--- src/scp_defines.svh ---
// constants for the command line parser: character codes, keyword tree, sizes
`ifndef SCP_DEFINES_SVH
`define SCP_DEFINES_SVH

// data path sizes
`define SCP_BYTE_W      8
`define SCP_FIFO_DEPTH  16
`define SCP_NODE_W      4
`define SCP_NODE_CNT    13
`define SCP_KW_CHARS    4'hc
`define SCP_KW_BITS     96
`define SCP_PAR_CHARS   3'h7
`define SCP_PAR_BITS    56
`define SCP_TEXT_BITS   32
`define SCP_SFX_MAX     8'h0f
`define SCP_SFX_DEF     4'h1
`define SCP_PCNT_MAX    4'hf

// character codes
`define SCP_CH_LF       8'h0a
`define SCP_CH_WS_MAX   8'h20
`define SCP_CH_STAR     8'h2a
`define SCP_CH_COMMA    8'h2c
`define SCP_CH_ZERO     8'h30
`define SCP_CH_NINE     8'h39
`define SCP_CH_COLON    8'h3a
`define SCP_CH_SEMI     8'h3b
`define SCP_CH_QMARK    8'h3f
`define SCP_CH_UP_A     8'h41
`define SCP_CH_UP_Z     8'h5a
`define SCP_CH_LO_A     8'h61
`define SCP_CH_LO_Z     8'h7a
`define SCP_CH_UPPER    8'hdf
`define SCP_TEN         8'h0a

// node numbers of the keyword tree, zero is the root
`define SCP_ROOT        4'h0
`define SCP_ND_SOURCE   4'h1
`define SCP_ND_FM       4'h2
`define SCP_ND_EXT      4'h3
`define SCP_ND_COUPL    4'h4
`define SCP_ND_FMPOL    4'h5
`define SCP_ND_EXTPOL   4'h6
`define SCP_ND_POWER    4'h7
`define SCP_ND_LEVEL    4'h8
`define SCP_ND_OFFSET   4'h9
`define SCP_ND_ATTEN    4'ha
`define SCP_ND_MODE     4'hb
`define SCP_ND_INT      4'hc
`define SCP_ND_FREQ     4'hd

// tree entries: long name, long length, short length, parent, optional
`define SCP_KW_SOURCE {96'("SOURCE"), 4'h6, 4'h4, `SCP_ROOT, 1'b1}
`define SCP_KW_FM     {96'("FM"), 4'h2, 4'h2, `SCP_ND_SOURCE, 1'b0}
`define SCP_KW_EXT    {96'("EXTERNAL"), 4'h8, 4'h3, `SCP_ND_FM, 1'b0}
`define SCP_KW_COUPL  {96'("COUPLING"), 4'h8, 4'h4, `SCP_ND_EXT, 1'b0}
`define SCP_KW_FMPOL  {96'("POLARITY"), 4'h8, 4'h3, `SCP_ND_FM, 1'b0}
`define SCP_KW_EXTPOL {96'("POLARITY"), 4'h8, 4'h3, `SCP_ND_EXT, 1'b0}
`define SCP_KW_POWER  {96'("POWER"), 4'h5, 4'h3, `SCP_ND_SOURCE, 1'b0}
`define SCP_KW_LEVEL  {96'("LEVEL"), 4'h5, 4'h3, `SCP_ND_POWER, 1'b1}
`define SCP_KW_OFFSET {96'("OFFSET"), 4'h6, 4'h4, `SCP_ND_LEVEL, 1'b0}
`define SCP_KW_ATTEN  {96'("ATTENUATION"), 4'hb, 4'h3, `SCP_ND_POWER, 1'b0}
`define SCP_KW_MODE   {96'("MODE"), 4'h4, 4'h4, `SCP_ND_FM, 1'b0}
`define SCP_KW_INT    {96'("INTERNAL"), 4'h8, 4'h3, `SCP_ND_FM, 1'b0}
`define SCP_KW_FREQ   {96'("FREQUENCY"), 4'h9, 4'h4, `SCP_ND_INT, 1'b0}

// special parameter words
`define SCP_SP_MIN_S  56'("MIN")
`define SCP_SP_MIN_L  56'("MINIMUM")
`define SCP_SP_MAX_S  56'("MAX")
`define SCP_SP_MAX_L  56'("MAXIMUM")
`define SCP_SP_DEF_S  56'("DEF")
`define SCP_SP_DEF_L  56'("DEFAULT")

`endif

--- src/scp_pkg.sv ---
// types shared by the command line parser modules
`include "scp_defines.svh"
package scp_pkg;

	// parse phase of the current command
	typedef enum logic [2:0]
	{
		SCP_HDR = 3'h1,
		SCP_QRY = 3'h2,
		SCP_PAR = 3'h4
	} scp_phase_type;

	// special word found as first parameter
	typedef enum logic [1:0]
	{
		SCP_SP_NONE = 2'h0,
		SCP_SP_MIN  = 2'h1,
		SCP_SP_MAX  = 2'h2,
		SCP_SP_DEF  = 2'h3
	} scp_special_type;

	// one entry of the keyword tree
	typedef struct packed
	{
		logic [`SCP_KW_BITS-1:0] name;
		logic [3:0]              long_len;
		logic [3:0]              short_len;
		logic [`SCP_NODE_W-1:0]  parent;
		logic                    optional;
	} scp_kw_type;

	// whole parser state
	typedef struct packed
	{
		scp_phase_type             phase;
		logic                      at_start;
		logic                      eoi_pend;
		logic [`SCP_NODE_W-1:0]    cur;
		logic [3:0]                inst;
		logic                      query;
		logic                      common;
		logic                      err;
		logic [`SCP_KW_BITS-1:0]   kbuf;
		logic [3:0]                klen;
		logic [3:0]                sfx;
		logic                      sfx_seen;
		logic [`SCP_TEXT_BITS-1:0] text;
		logic [`SCP_PAR_BITS-1:0]  pbuf;
		logic [2:0]                plen;
		logic                      pbad;
		logic                      pany;
		logic                      pnext;
		logic [3:0]                pcount;
		logic                      cmd_valid;
		logic [`SCP_NODE_W-1:0]    cmd_node;
		logic [3:0]                cmd_inst;
		logic                      cmd_query;
		logic                      cmd_common;
		logic [3:0]                cmd_pcount;
		scp_special_type           cmd_special;
		logic [`SCP_TEXT_BITS-1:0] cmd_text;
		logic                      syn_err;
	} scp_parse_type;

endpackage

--- src/scp_byte_if.sv ---
// byte stream carrier between the receive fifo and the parser
`timescale 1ns/1ps
`default_nettype none
interface scp_byte_if
#(
	parameter int WIDTH = 9
);
	logic             wr_valid;
	logic             wr_ready;
	logic [WIDTH-1:0] wr_data;
	logic             rd_valid;
	logic             rd_ready;
	logic [WIDTH-1:0] rd_data;

	// fifo end
	modport store
	(
		input  wr_valid,
		output wr_ready,
		input  wr_data,
		output rd_valid,
		input  rd_ready,
		output rd_data
	);

	// parser end
	modport user
	(
		output wr_valid,
		input  wr_ready,
		output wr_data,
		input  rd_valid,
		output rd_ready,
		input  rd_data
	);
endinterface
`default_nettype wire

--- src/scp_fifo.sv ---
// receive fifo with registered read data and registered flags
`timescale 1ns/1ps
`default_nettype none
module scp_fifo
#(
	parameter int WIDTH = 9,
	parameter int DEPTH = 16
)
(
	input  wire logic  clock_in,
	input  wire logic  srst_in,
	scp_byte_if.store  port
);
	localparam int AW = $clog2(DEPTH);

	typedef struct packed
	{
		logic [DEPTH-1:0][WIDTH-1:0] mem;
		logic [AW-1:0]               wptr;
		logic [AW-1:0]               rptr;
		logic [AW:0]                 count;
		logic [WIDTH-1:0]            dout;
		logic                        valid;
		logic                        ready;
	} scp_fifo_state_type;

	localparam scp_fifo_state_type RESET = '{ready: 1'b1, default: '0};

	scp_fifo_state_type s;
	scp_fifo_state_type next_s;
	logic               push;
	logic               pull;

	// depth must be a power of two so the pointers wrap by themselves
	always_comb
	begin
		next_s = s;
		push = port.wr_valid && s.ready;
		pull = port.rd_ready && s.valid;
		if (push)
		begin
			next_s.mem[s.wptr] = port.wr_data;
			next_s.wptr = AW'(s.wptr + 1'b1);
		end
		if (pull)
			next_s.rptr = AW'(s.rptr + 1'b1);
		next_s.count = (AW+1)'(s.count + (AW+1)'(push) - (AW+1)'(pull));
		// flags and data are looked ahead so every output is a flop
		next_s.dout = next_s.mem[next_s.rptr];
		next_s.valid = next_s.count != '0;
		next_s.ready = next_s.count != (AW+1)'(DEPTH);
	end

	always_ff @(posedge clock_in)
	begin
		if (srst_in)
			s <= RESET;
		else
			s <= next_s;
	end

	assign port.wr_ready = s.ready;
	assign port.rd_valid = s.valid;
	assign port.rd_data  = s.dout;
endmodule
`default_nettype wire

--- src/scp_parser.sv ---
// command line parser: splits lines into commands and resolves keyword paths
//
// Contract
// - a lower level header gives the whole keyword path from the root, colon separated.
// - a keyword is resolved by its level, so one word at two levels gives two nodes.
// - headers with and without optional keywords resolve to the same node, unless the optional keyword ends the header.
// - only the full long form or the exact short form of a keyword is accepted.
// - keyword letters are compared without regard to case.
// - parameters follow the header after white space and are split by commas.
// - the words for minimum, maximum and default are recognised as the first parameter of a query.
// - a numeric suffix picks the instance, which later keywords without a suffix keep; no suffix at all means instance one.
// - a line ends on newline, newline with end flag, or end flag with the last byte.
// - commands split at semicolons and a colon right after one restarts at the root.
// - without that colon the next header starts below the parent of the last keyword of the previous one; after a command with an error it starts at the root.
// - every new line starts resolving from the root.
// - a question mark right after the header marks a query.
// - codes up to 32 decimal count as white space between header and parameters.
// - a header starting with an asterisk is a common command outside the tree.
`timescale 1ns/1ps
`default_nettype none
`include "scp_defines.svh"
module scp_parser
#(
	parameter int FIFO_DEPTH = `SCP_FIFO_DEPTH
)
(
	input  wire logic                      clock_in,
	input  wire logic                      srst_in,
	input  wire logic [`SCP_BYTE_W-1:0]    rx_data_in,
	input  wire logic                      rx_eoi_in,
	input  wire logic                      rx_valid_in,
	output logic                           rx_ready_out,
	input  wire logic                      cmd_ready_in,
	output logic                           cmd_valid_out,
	output logic [`SCP_NODE_W-1:0]         cmd_node_out,
	output logic [3:0]                     cmd_inst_out,
	output logic                           cmd_query_out,
	output logic                           cmd_common_out,
	output logic [3:0]                     cmd_param_count_out,
	output logic [1:0]                     cmd_special_out,
	output logic [`SCP_TEXT_BITS-1:0]      cmd_text_out,
	output logic                           syntax_err_out
);
	localparam scp_pkg::scp_parse_type RESET = '{
		phase:    scp_pkg::SCP_HDR,
		at_start: 1'b1,
		cur:      `SCP_ROOT,
		inst:     `SCP_SFX_DEF,
		cmd_special: scp_pkg::SCP_SP_NONE,
		default:  '0
	};

	// keyword tree lookup, entry zero stands for the root
	function automatic scp_pkg::scp_kw_type kw_entry(input logic [`SCP_NODE_W-1:0] idx);
		scp_pkg::scp_kw_type k;
		k = '0;
		case (idx)
			`SCP_ND_SOURCE: k = `SCP_KW_SOURCE;
			`SCP_ND_FM:     k = `SCP_KW_FM;
			`SCP_ND_EXT:    k = `SCP_KW_EXT;
			`SCP_ND_COUPL:  k = `SCP_KW_COUPL;
			`SCP_ND_FMPOL:  k = `SCP_KW_FMPOL;
			`SCP_ND_EXTPOL: k = `SCP_KW_EXTPOL;
			`SCP_ND_POWER:  k = `SCP_KW_POWER;
			`SCP_ND_LEVEL:  k = `SCP_KW_LEVEL;
			`SCP_ND_OFFSET: k = `SCP_KW_OFFSET;
			`SCP_ND_ATTEN:  k = `SCP_KW_ATTEN;
			`SCP_ND_MODE:   k = `SCP_KW_MODE;
			`SCP_ND_INT:    k = `SCP_KW_INT;
			`SCP_ND_FREQ:   k = `SCP_KW_FREQ;
			default:        k = '0;
		endcase
		return k;
	endfunction

	scp_byte_if #(.WIDTH(`SCP_BYTE_W + 1)) bus ();

	scp_pkg::scp_parse_type   s;
	scp_pkg::scp_parse_type   next_s;
	logic [`SCP_NODE_CNT:1]   hit;
	logic [`SCP_NODE_W-1:0]   hit_node;
	logic [`SCP_BYTE_W-1:0]   ch;
	logic                     eoi;
	logic                     stall;
	logic                     pop;
	logic                     ws;
	logic                     letter;
	logic                     digit;
	logic                     do_close;
	logic                     do_end;
	logic                     line_end;
	logic                     cerr;
	logic [`SCP_NODE_W-1:0]   leaf;
	logic [3:0]               leaf_inst;
	scp_pkg::scp_kw_type      leaf_ent;
	logic [7:0]               sfx_val;
	scp_pkg::scp_special_type spc;

	// bytes are buffered so a slow command consumer backs up the link
	assign bus.wr_valid = rx_valid_in;
	assign bus.wr_data  = {rx_eoi_in, rx_data_in};
	assign bus.rd_ready = pop;
	assign rx_ready_out = bus.wr_ready;

	scp_fifo #(
		.WIDTH (`SCP_BYTE_W + 1),
		.DEPTH (FIFO_DEPTH)
	) u_fifo (
		.clock_in (clock_in),
		.srst_in  (srst_in),
		.port     (bus)
	);

	// one matcher per tree entry against the collected keyword
	for (genvar e = 1; e <= `SCP_NODE_CNT; e++)
	begin : g_kw
		localparam scp_pkg::scp_kw_type ENT = kw_entry(`SCP_NODE_W'(e));
		localparam scp_pkg::scp_kw_type UP  = kw_entry(ENT.parent);
		localparam int SH = 8 * (ENT.long_len - ENT.short_len);
		logic name_ok;
		logic place_ok;
		// buffer is right aligned and zero padded, so plain compares suffice
		assign name_ok = (s.kbuf == ENT.name) ||
			(s.klen == ENT.short_len && s.kbuf == (ENT.name >> SH));
		// a child of the current node, or one reached past an omitted optional
		assign place_ok = (ENT.parent == s.cur) ||
			(UP.optional && UP.parent == s.cur);
		assign hit[e] = name_ok && place_ok;
	end

	// lowest numbered hit wins; a direct child and a skip cannot both match
	always_comb
	begin
		hit_node = `SCP_ROOT;
		for (int i = `SCP_NODE_CNT; i >= 1; i--)
		begin
			if (hit[i])
				hit_node = `SCP_NODE_W'(i);
		end
	end

	// first parameter against the special words
	always_comb
	begin
		spc = scp_pkg::SCP_SP_NONE;
		if (!s.pbad && s.query)
		begin
			if (s.pbuf == `SCP_SP_MIN_S || s.pbuf == `SCP_SP_MIN_L)
				spc = scp_pkg::SCP_SP_MIN;
			else if (s.pbuf == `SCP_SP_MAX_S || s.pbuf == `SCP_SP_MAX_L)
				spc = scp_pkg::SCP_SP_MAX;
			else if (s.pbuf == `SCP_SP_DEF_S || s.pbuf == `SCP_SP_DEF_L)
				spc = scp_pkg::SCP_SP_DEF;
			else
				spc = scp_pkg::SCP_SP_NONE;
		end
	end

	// character classes, letters folded to upper case
	always_comb
	begin
		eoi = bus.rd_data[`SCP_BYTE_W];
		ch = bus.rd_data[`SCP_BYTE_W-1:0];
		if (ch >= `SCP_CH_LO_A && ch <= `SCP_CH_LO_Z)
			ch = ch & `SCP_CH_UPPER;
		ws = ch <= `SCP_CH_WS_MAX;
		letter = ch >= `SCP_CH_UP_A && ch <= `SCP_CH_UP_Z;
		digit = ch >= `SCP_CH_ZERO && ch <= `SCP_CH_NINE;
		sfx_val = 8'(({4'h0, s.sfx} * `SCP_TEN) + (ch - `SCP_CH_ZERO));
	end

	// main parse step, at most one byte per cycle
	always_comb
	begin
		next_s = s;
		next_s.syn_err = 1'b0;
		do_close = 1'b0;
		do_end = 1'b0;
		line_end = 1'b0;
		cerr = 1'b0;
		leaf = s.cur;
		leaf_inst = s.inst;
		if (s.cmd_valid && cmd_ready_in)
			next_s.cmd_valid = 1'b0;
		// a command waiting for the consumer holds the whole parser
		stall = s.cmd_valid && !cmd_ready_in;
		pop = !stall && !s.eoi_pend && bus.rd_valid;
		// end flag on a content byte closes the line one cycle later
		if (!stall && s.eoi_pend)
		begin
			next_s.eoi_pend = 1'b0;
			do_end = 1'b1;
			line_end = 1'b1;
		end
		if (pop)
		begin
			if (ch == `SCP_CH_LF)
			begin
				do_end = 1'b1;
				line_end = 1'b1;
			end
			else if (ch == `SCP_CH_SEMI)
			begin
				do_end = 1'b1;
				next_s.eoi_pend = eoi;
			end
			else
			begin
				next_s.eoi_pend = eoi;
				case (s.phase)
					scp_pkg::SCP_HDR:
					begin
						if (ws)
						begin
							if (!s.at_start)
							begin
								do_close = 1'b1;
								next_s.phase = scp_pkg::SCP_PAR;
							end
						end
						else if (ch == `SCP_CH_COLON)
						begin
							next_s.at_start = 1'b0;
							if (s.at_start)
								next_s.cur = `SCP_ROOT;
							else
								do_close = 1'b1;
						end
						else if (ch == `SCP_CH_QMARK)
						begin
							next_s.at_start = 1'b0;
							do_close = 1'b1;
							next_s.query = 1'b1;
							next_s.phase = scp_pkg::SCP_QRY;
						end
						else if (ch == `SCP_CH_STAR && s.at_start)
						begin
							next_s.at_start = 1'b0;
							next_s.common = 1'b1;
						end
						else if (letter)
						begin
							next_s.at_start = 1'b0;
							if (s.sfx_seen || s.klen == `SCP_KW_CHARS)
								next_s.err = 1'b1;
							else
							begin
								next_s.kbuf = {s.kbuf[`SCP_KW_BITS-9:0], ch};
								next_s.klen = s.klen + 4'h1;
							end
						end
						else if (digit)
						begin
							next_s.at_start = 1'b0;
							if (s.klen == 4'h0 || sfx_val > `SCP_SFX_MAX)
								next_s.err = 1'b1;
							next_s.sfx = sfx_val[3:0];
							next_s.sfx_seen = 1'b1;
						end
						else
						begin
							next_s.at_start = 1'b0;
							next_s.err = 1'b1;
						end
					end
					scp_pkg::SCP_QRY:
					begin
						// only white space may follow the question mark
						if (ws)
							next_s.phase = scp_pkg::SCP_PAR;
						else
							next_s.err = 1'b1;
					end
					scp_pkg::SCP_PAR:
					begin
						if (ch == `SCP_CH_COMMA)
						begin
							next_s.pnext = 1'b1;
							if (s.pcount != `SCP_PCNT_MAX)
								next_s.pcount = s.pcount + 4'h1;
						end
						else if (!ws)
						begin
							next_s.pany = 1'b1;
							// only the first parameter is kept, and only as a word
							if (!s.pnext)
							begin
								if (letter && s.plen != `SCP_PAR_CHARS)
								begin
									next_s.pbuf = {s.pbuf[`SCP_PAR_BITS-9:0], ch};
									next_s.plen = s.plen + 3'h1;
								end
								else
									next_s.pbad = 1'b1;
							end
						end
					end
					default:
						next_s.phase = scp_pkg::SCP_HDR;
				endcase
			end
		end

		// close the keyword under construction
		if (do_close || (do_end && s.phase == scp_pkg::SCP_HDR && !s.at_start))
		begin
			if (s.klen == 4'h0)
				cerr = 1'b1;
			else if (!s.common)
			begin
				if (hit_node == `SCP_ROOT)
					cerr = 1'b1;
				else
				begin
					leaf = hit_node;
					if (s.sfx_seen)
						leaf_inst = s.sfx;
				end
			end
			if (cerr)
				next_s.err = 1'b1;
			next_s.cur = leaf;
			next_s.inst = leaf_inst;
			next_s.text = s.kbuf[`SCP_TEXT_BITS-1:0];
			next_s.kbuf = '0;
			next_s.klen = 4'h0;
			next_s.sfx = 4'h0;
			next_s.sfx_seen = 1'b0;
		end

		// entry of the resolved keyword, whose parent a relative header continues from
		leaf_ent = kw_entry(leaf);
		// end of a command: hand it on or drop it
		if (do_end)
		begin
			if (!s.at_start)
			begin
				if (s.err || cerr)
					next_s.syn_err = 1'b1;
				else
				begin
					next_s.cmd_valid = 1'b1;
					next_s.cmd_node = s.common ? `SCP_ROOT : leaf;
					next_s.cmd_inst = leaf_inst;
					next_s.cmd_query = s.query;
					next_s.cmd_common = s.common;
					next_s.cmd_pcount = s.pcount + {3'h0, s.pany};
					next_s.cmd_special = spc;
					next_s.cmd_text = (s.phase == scp_pkg::SCP_HDR) ?
						s.kbuf[`SCP_TEXT_BITS-1:0] : s.text;
				end
			end
			next_s.phase = scp_pkg::SCP_HDR;
			next_s.at_start = 1'b1;
			next_s.query = 1'b0;
			next_s.common = 1'b0;
			next_s.err = 1'b0;
			next_s.kbuf = '0;
			next_s.klen = 4'h0;
			next_s.sfx = 4'h0;
			next_s.sfx_seen = 1'b0;
			next_s.pbuf = '0;
			next_s.plen = 3'h0;
			next_s.pbad = 1'b0;
			next_s.pany = 1'b0;
			next_s.pnext = 1'b0;
			next_s.pcount = 4'h0;
			next_s.inst = `SCP_SFX_DEF;
			// context for the next header; an error forgets the path
			if (line_end || s.err || cerr)
				next_s.cur = `SCP_ROOT;
			else if (s.at_start || s.common)
				next_s.cur = s.cur;
			else
				next_s.cur = leaf_ent.parent;
		end
	end

	always_ff @(posedge clock_in)
	begin
		if (srst_in)
			s <= RESET;
		else
			s <= next_s;
	end

	// outputs straight from the state flops
	assign cmd_valid_out       = s.cmd_valid;
	assign cmd_node_out        = s.cmd_node;
	assign cmd_inst_out        = s.cmd_inst;
	assign cmd_query_out       = s.cmd_query;
	assign cmd_common_out      = s.cmd_common;
	assign cmd_param_count_out = s.cmd_pcount;
	assign cmd_special_out     = s.cmd_special;
	assign cmd_text_out        = s.cmd_text;
	assign syntax_err_out      = s.syn_err;
endmodule
`default_nettype wire

--- config.mk ---
export PLATFORM = sky130hd
export DESIGN_NAME = scp_parser
export DESIGN_NICKNAME = d
export VERILOG_FILES = /design/src/scp_pkg.sv /design/src/scp_byte_if.sv /design/src/scp_fifo.sv /design/src/scp_parser.sv
export VERILOG_INCLUDE_DIRS = /design/src
export SDC_FILE = /design/constraint.sdc
export NUM_CORES = 1
export LEC_CHECK = 0
export BUFFER_PORTS_ARGS = -buffer_cell sky130_fd_sc_hd__buf_4
export CAP_MARGIN = 0
export CORE_ASPECT_RATIO = 1.25
export CORE_MARGIN = 1
export CORE_UTILIZATION = 45
export DETAILED_ROUTE_END_ITERATION = 10
export SYNTH_ARGS = -nofsm -noshare
export SYNTH_HDL_FRONTEND = slang
export SYNTH_HIERARCHICAL = 1
export SYNTH_SLANG_ARGS = --single-unit
--- constraint.sdc ---
create_clock -name clock_in -period 4.2 [get_ports clock_in]
set_clock_uncertainty 0.15 [all_clocks]
set_input_delay 0 -clock clock_in [delete_from_list [all_inputs] [get_ports clock_in]]
set_output_delay 0 -clock clock_in [all_outputs]
set_load 0.02 [all_outputs]
==> run metrics <==
min Tclk post-route=4.13 ns; Final Max Tran Viols=0; Power Dens Cells=about 530 nW/µm²; first-pass GRT wire length=103000 µm; Rows=around 90; core area=46500 µm²; post-DP HPWL=about 44000 µm; Slew HR=0.183; Min-Delay Path Class=in2reg; post-synthesis sequential area ratio=0.411; VDD IR-drop max=0.000331 V; CTS Buffer Depth=3; setup tns final=0 ns; I/O pins=64; most frequent cells after synthesis=nand2_1 (778), dfxtp_1 (437), a21oi_1 (363); nets=~2800; Post-Synthesis Cells=between 2000 and 3000; gr usage total=0.268; top cell type's share of synthesized area=0.411; Die Ht=approximately 250 µm; Yosys warnings=6; Synth Net Count=2840; period utilization=0.983; first-pass detailed-route iteration total=5; TritonCTS clock tree=yes; Worst setup SP type=flop; Placed Cells=roughly 3300; Yosys cell types=about 100; Yosys top cell by area=dfxtp_1; synthesized flop and latch total=roughly 440; total gr overflow=0; Syn Std Cell Area=roughly 21000 µm²; detailed-route via count=roughly 20000; vias in the first global route=18900; Lkg Pwr=between 7 and 8 nW; gpl congestion=between 1 and 1.5; RSZ-0062 raised after global routing=no; starting density of the core=0.458; Synth Flop Type=dfxtp_1; f_max=approximately 0.24 GHz; I/O Buffers=63; initial detailed-routing violation count=roughly 1500; Worst-path clk slew=about 0.06 ns; Clk Latency, worst-skew pair=0.58 ns; worst-path fanout max=28; fill count=between 4000 and 5000; vias per cell=around 5.8; Routed WL=approximately 65000 µm; syn avg cell area=7.62 µm²; routed len/inst=~19 µm; status=completed; final setup violation count=0; initial antenna violation count=0; measured slew at the worst slew-check pin=1.23 ns; largest net degree at the start of global routing=~120; Syn-to-layout area delta=11.4%; top cells by area, synth=dfxtp_1 (41%), nand2_1 (14%), a21oi_1 (8.5%); layout cells sized above 1=0.100; most common cell in the synthesized netlist=nand2_1; critical path arrival=4.45 ns; Ant. Diodes=0; endpoints failing hold=0; Post-synth EDFFs=0; Clock Sinks=about 440; die width=just under 200 µm; Post-route DRC=0; Crit Path Class=reg2reg; CP Data Required Time=between 4 and 5 ns; # H-tree levels=2; max cap viols=0; Clock Tree Root=clkbuf_16; CTS Buf Count=between 40 and 50; Setup crit end kind=flop; Die ar.=just under 50000 µm²; Final ANT Viol Nets=0; final total power=12.6 mW; fin cells=approximately 3400; Async S/R FF share, synth=0
[report_power, final]
part           internal [mW]  switching (mW)
clock network           2.54            1.70
logic                   1.29            2.50
registers               4.35           0.217
total                   8.18            4.43
[critical path, stage by stage, from the launching register on]
cell	delay, ns
dfxtp_1	0.30
nor2b_1	0.19
or3b_1	0.40
inv_1	0.32
a21bo_1	0.43
nand2_8	0.28
mux2i_2	0.48
nor3_1	0.10
a2111oi_1	0.81
buf_4	0.22
a311oi_1	0.08
a31o_1	0.24
[repair_timing]
item	4_1_cts	5_1_grt
setup buffers	0	0
hold endpoints to repair	168	0
hold buffers	14	0
gates resized for setup	0	3
endpoints found under the setup margin	0	26
[metrics by stage]
stage	hold slack (ns)	util	setup WS (ns)	area, µm²
6_report	0.227	0.510	0.0722	23700
5_1_grt	0.237	0.510	0.0177	23700
4_1_cts	0.193	0.510	0.0698	23700
3_5_place_dp	0.218	0.473	0.0934	22000
3_3_place_gp	0.207	0.473	0.130	22000
2_1_floorplan	0.107	-	0.998	21300
[sequential cells by signal, summed over array words and instances (netlist names), 2 cells and up]
name,count
cmd_inst_out,4
cmd_node_out,4
cmd_param_count_out,4
cmd_special_out,2
cmd_text_out,32
s,219
u_fifo/port.rd_data,9
u_fifo/s,157
[layer usage]
| layer | wire length, µm | global-route usage |
|---|---|---|
| met1 | 27400 | 0.331 |
| met2 | 31300 | 0.460 |
| met3 | 3180 | 0.0327 |
| met4 | 2930 | 0.126 |
| met5 | 0 | 0 |
[path summary, 6_finish.rpt]
path,startpoint,to,slack (ns),cells past startpoint
max reg2reg,cmd_valid_out$_SDFF_PP0_,u_fifo/port.rd_data[3]$_SDFF_PP0_,0.07,11
min reg2reg,s[55]$_SDFFE_PP0P_,s[55]$_SDFFE_PP0P_,0.30,2
max,cmd_valid_out$_SDFF_PP0_,u_fifo/port.rd_data[3]$_SDFF_PP0_,0.07,11
min,rx_data_in[4],u_fifo/s[100]$_SDFF_PP0_,0.23,4
[placed cells by master, fill, tap and decap left out, types with 8 or more instances in the layout]
cell type | Yosys | routed
nand2_1 | 778 | 777
dfxtp_1 | 437 | 437
a21oi_1 | 363 | 363
nor2_1 | 206 | 206
buf_4 | 60 | 132
o22ai_1 | 59 | 59
nor3_1 | 47 | 47
nand3_1 | 48 | 47
clkbuf_16 | 0 | 47
nand4_1 | 42 | 42
o21ai_0 | 41 | 41
inv_1 | 38 | 38
nor4_1 | 38 | 36
a311oi_1 | 35 | 35
ha_1 | 31 | 31
mux2i_1 | 28 | 28
a211oi_1 | 22 | 22
nor2b_1 | 18 | 18
or3_1 | 16 | 16
and3_1 | 15 | 14
nor4bb_1 | 14 | 14
xnor2_1 | 14 | 14
clkbuf_8 | 0 | 14
dlygate4sd3_1 | 0 | 14
nand2b_1 | 14 | 13
o211ai_1 | 13 | 13
xor2_1 | 11 | 11
nand4b_1 | 11 | 11
a311oi_2 | 10 | 10
nor4b_1 | 9 | 9
a32oi_1 | 9 | 9
o22a_1 | 8 | 8
clkbuf_1 | 119 | 8
[cells by family (layout without fill, tap and decap cells)]
family,after synthesis,after routing,synth area share
compound gates,650,650,0.189
xor+xnor,25,25,0.0103
fa+ha+maj,34,34,0.0210
buf+inv,280,273,0.0653
flops,437,437,0.411
mux,33,33,0.0168
simple gates,1334,1334,0.286
[layout make-up]
| type | instances | area (µm²) | area share |
|---|---|---|---|
| flip-flops and latches | 437 | 8750 | 0.369 |
| clock buffers | 69 | 1400 | 0.0590 |
| multi-input cells | 2076 | 11200 | 0.472 |
| repair buffers | 153 | 1260 | 0.0532 |
| well taps | 630 | 788 | 0.0332 |
| inverters | 38 | 143 | 0.00602 |
| clock inverters | 13 | 180 | 0.00760 |
Power figures use the tool's default switching activity.
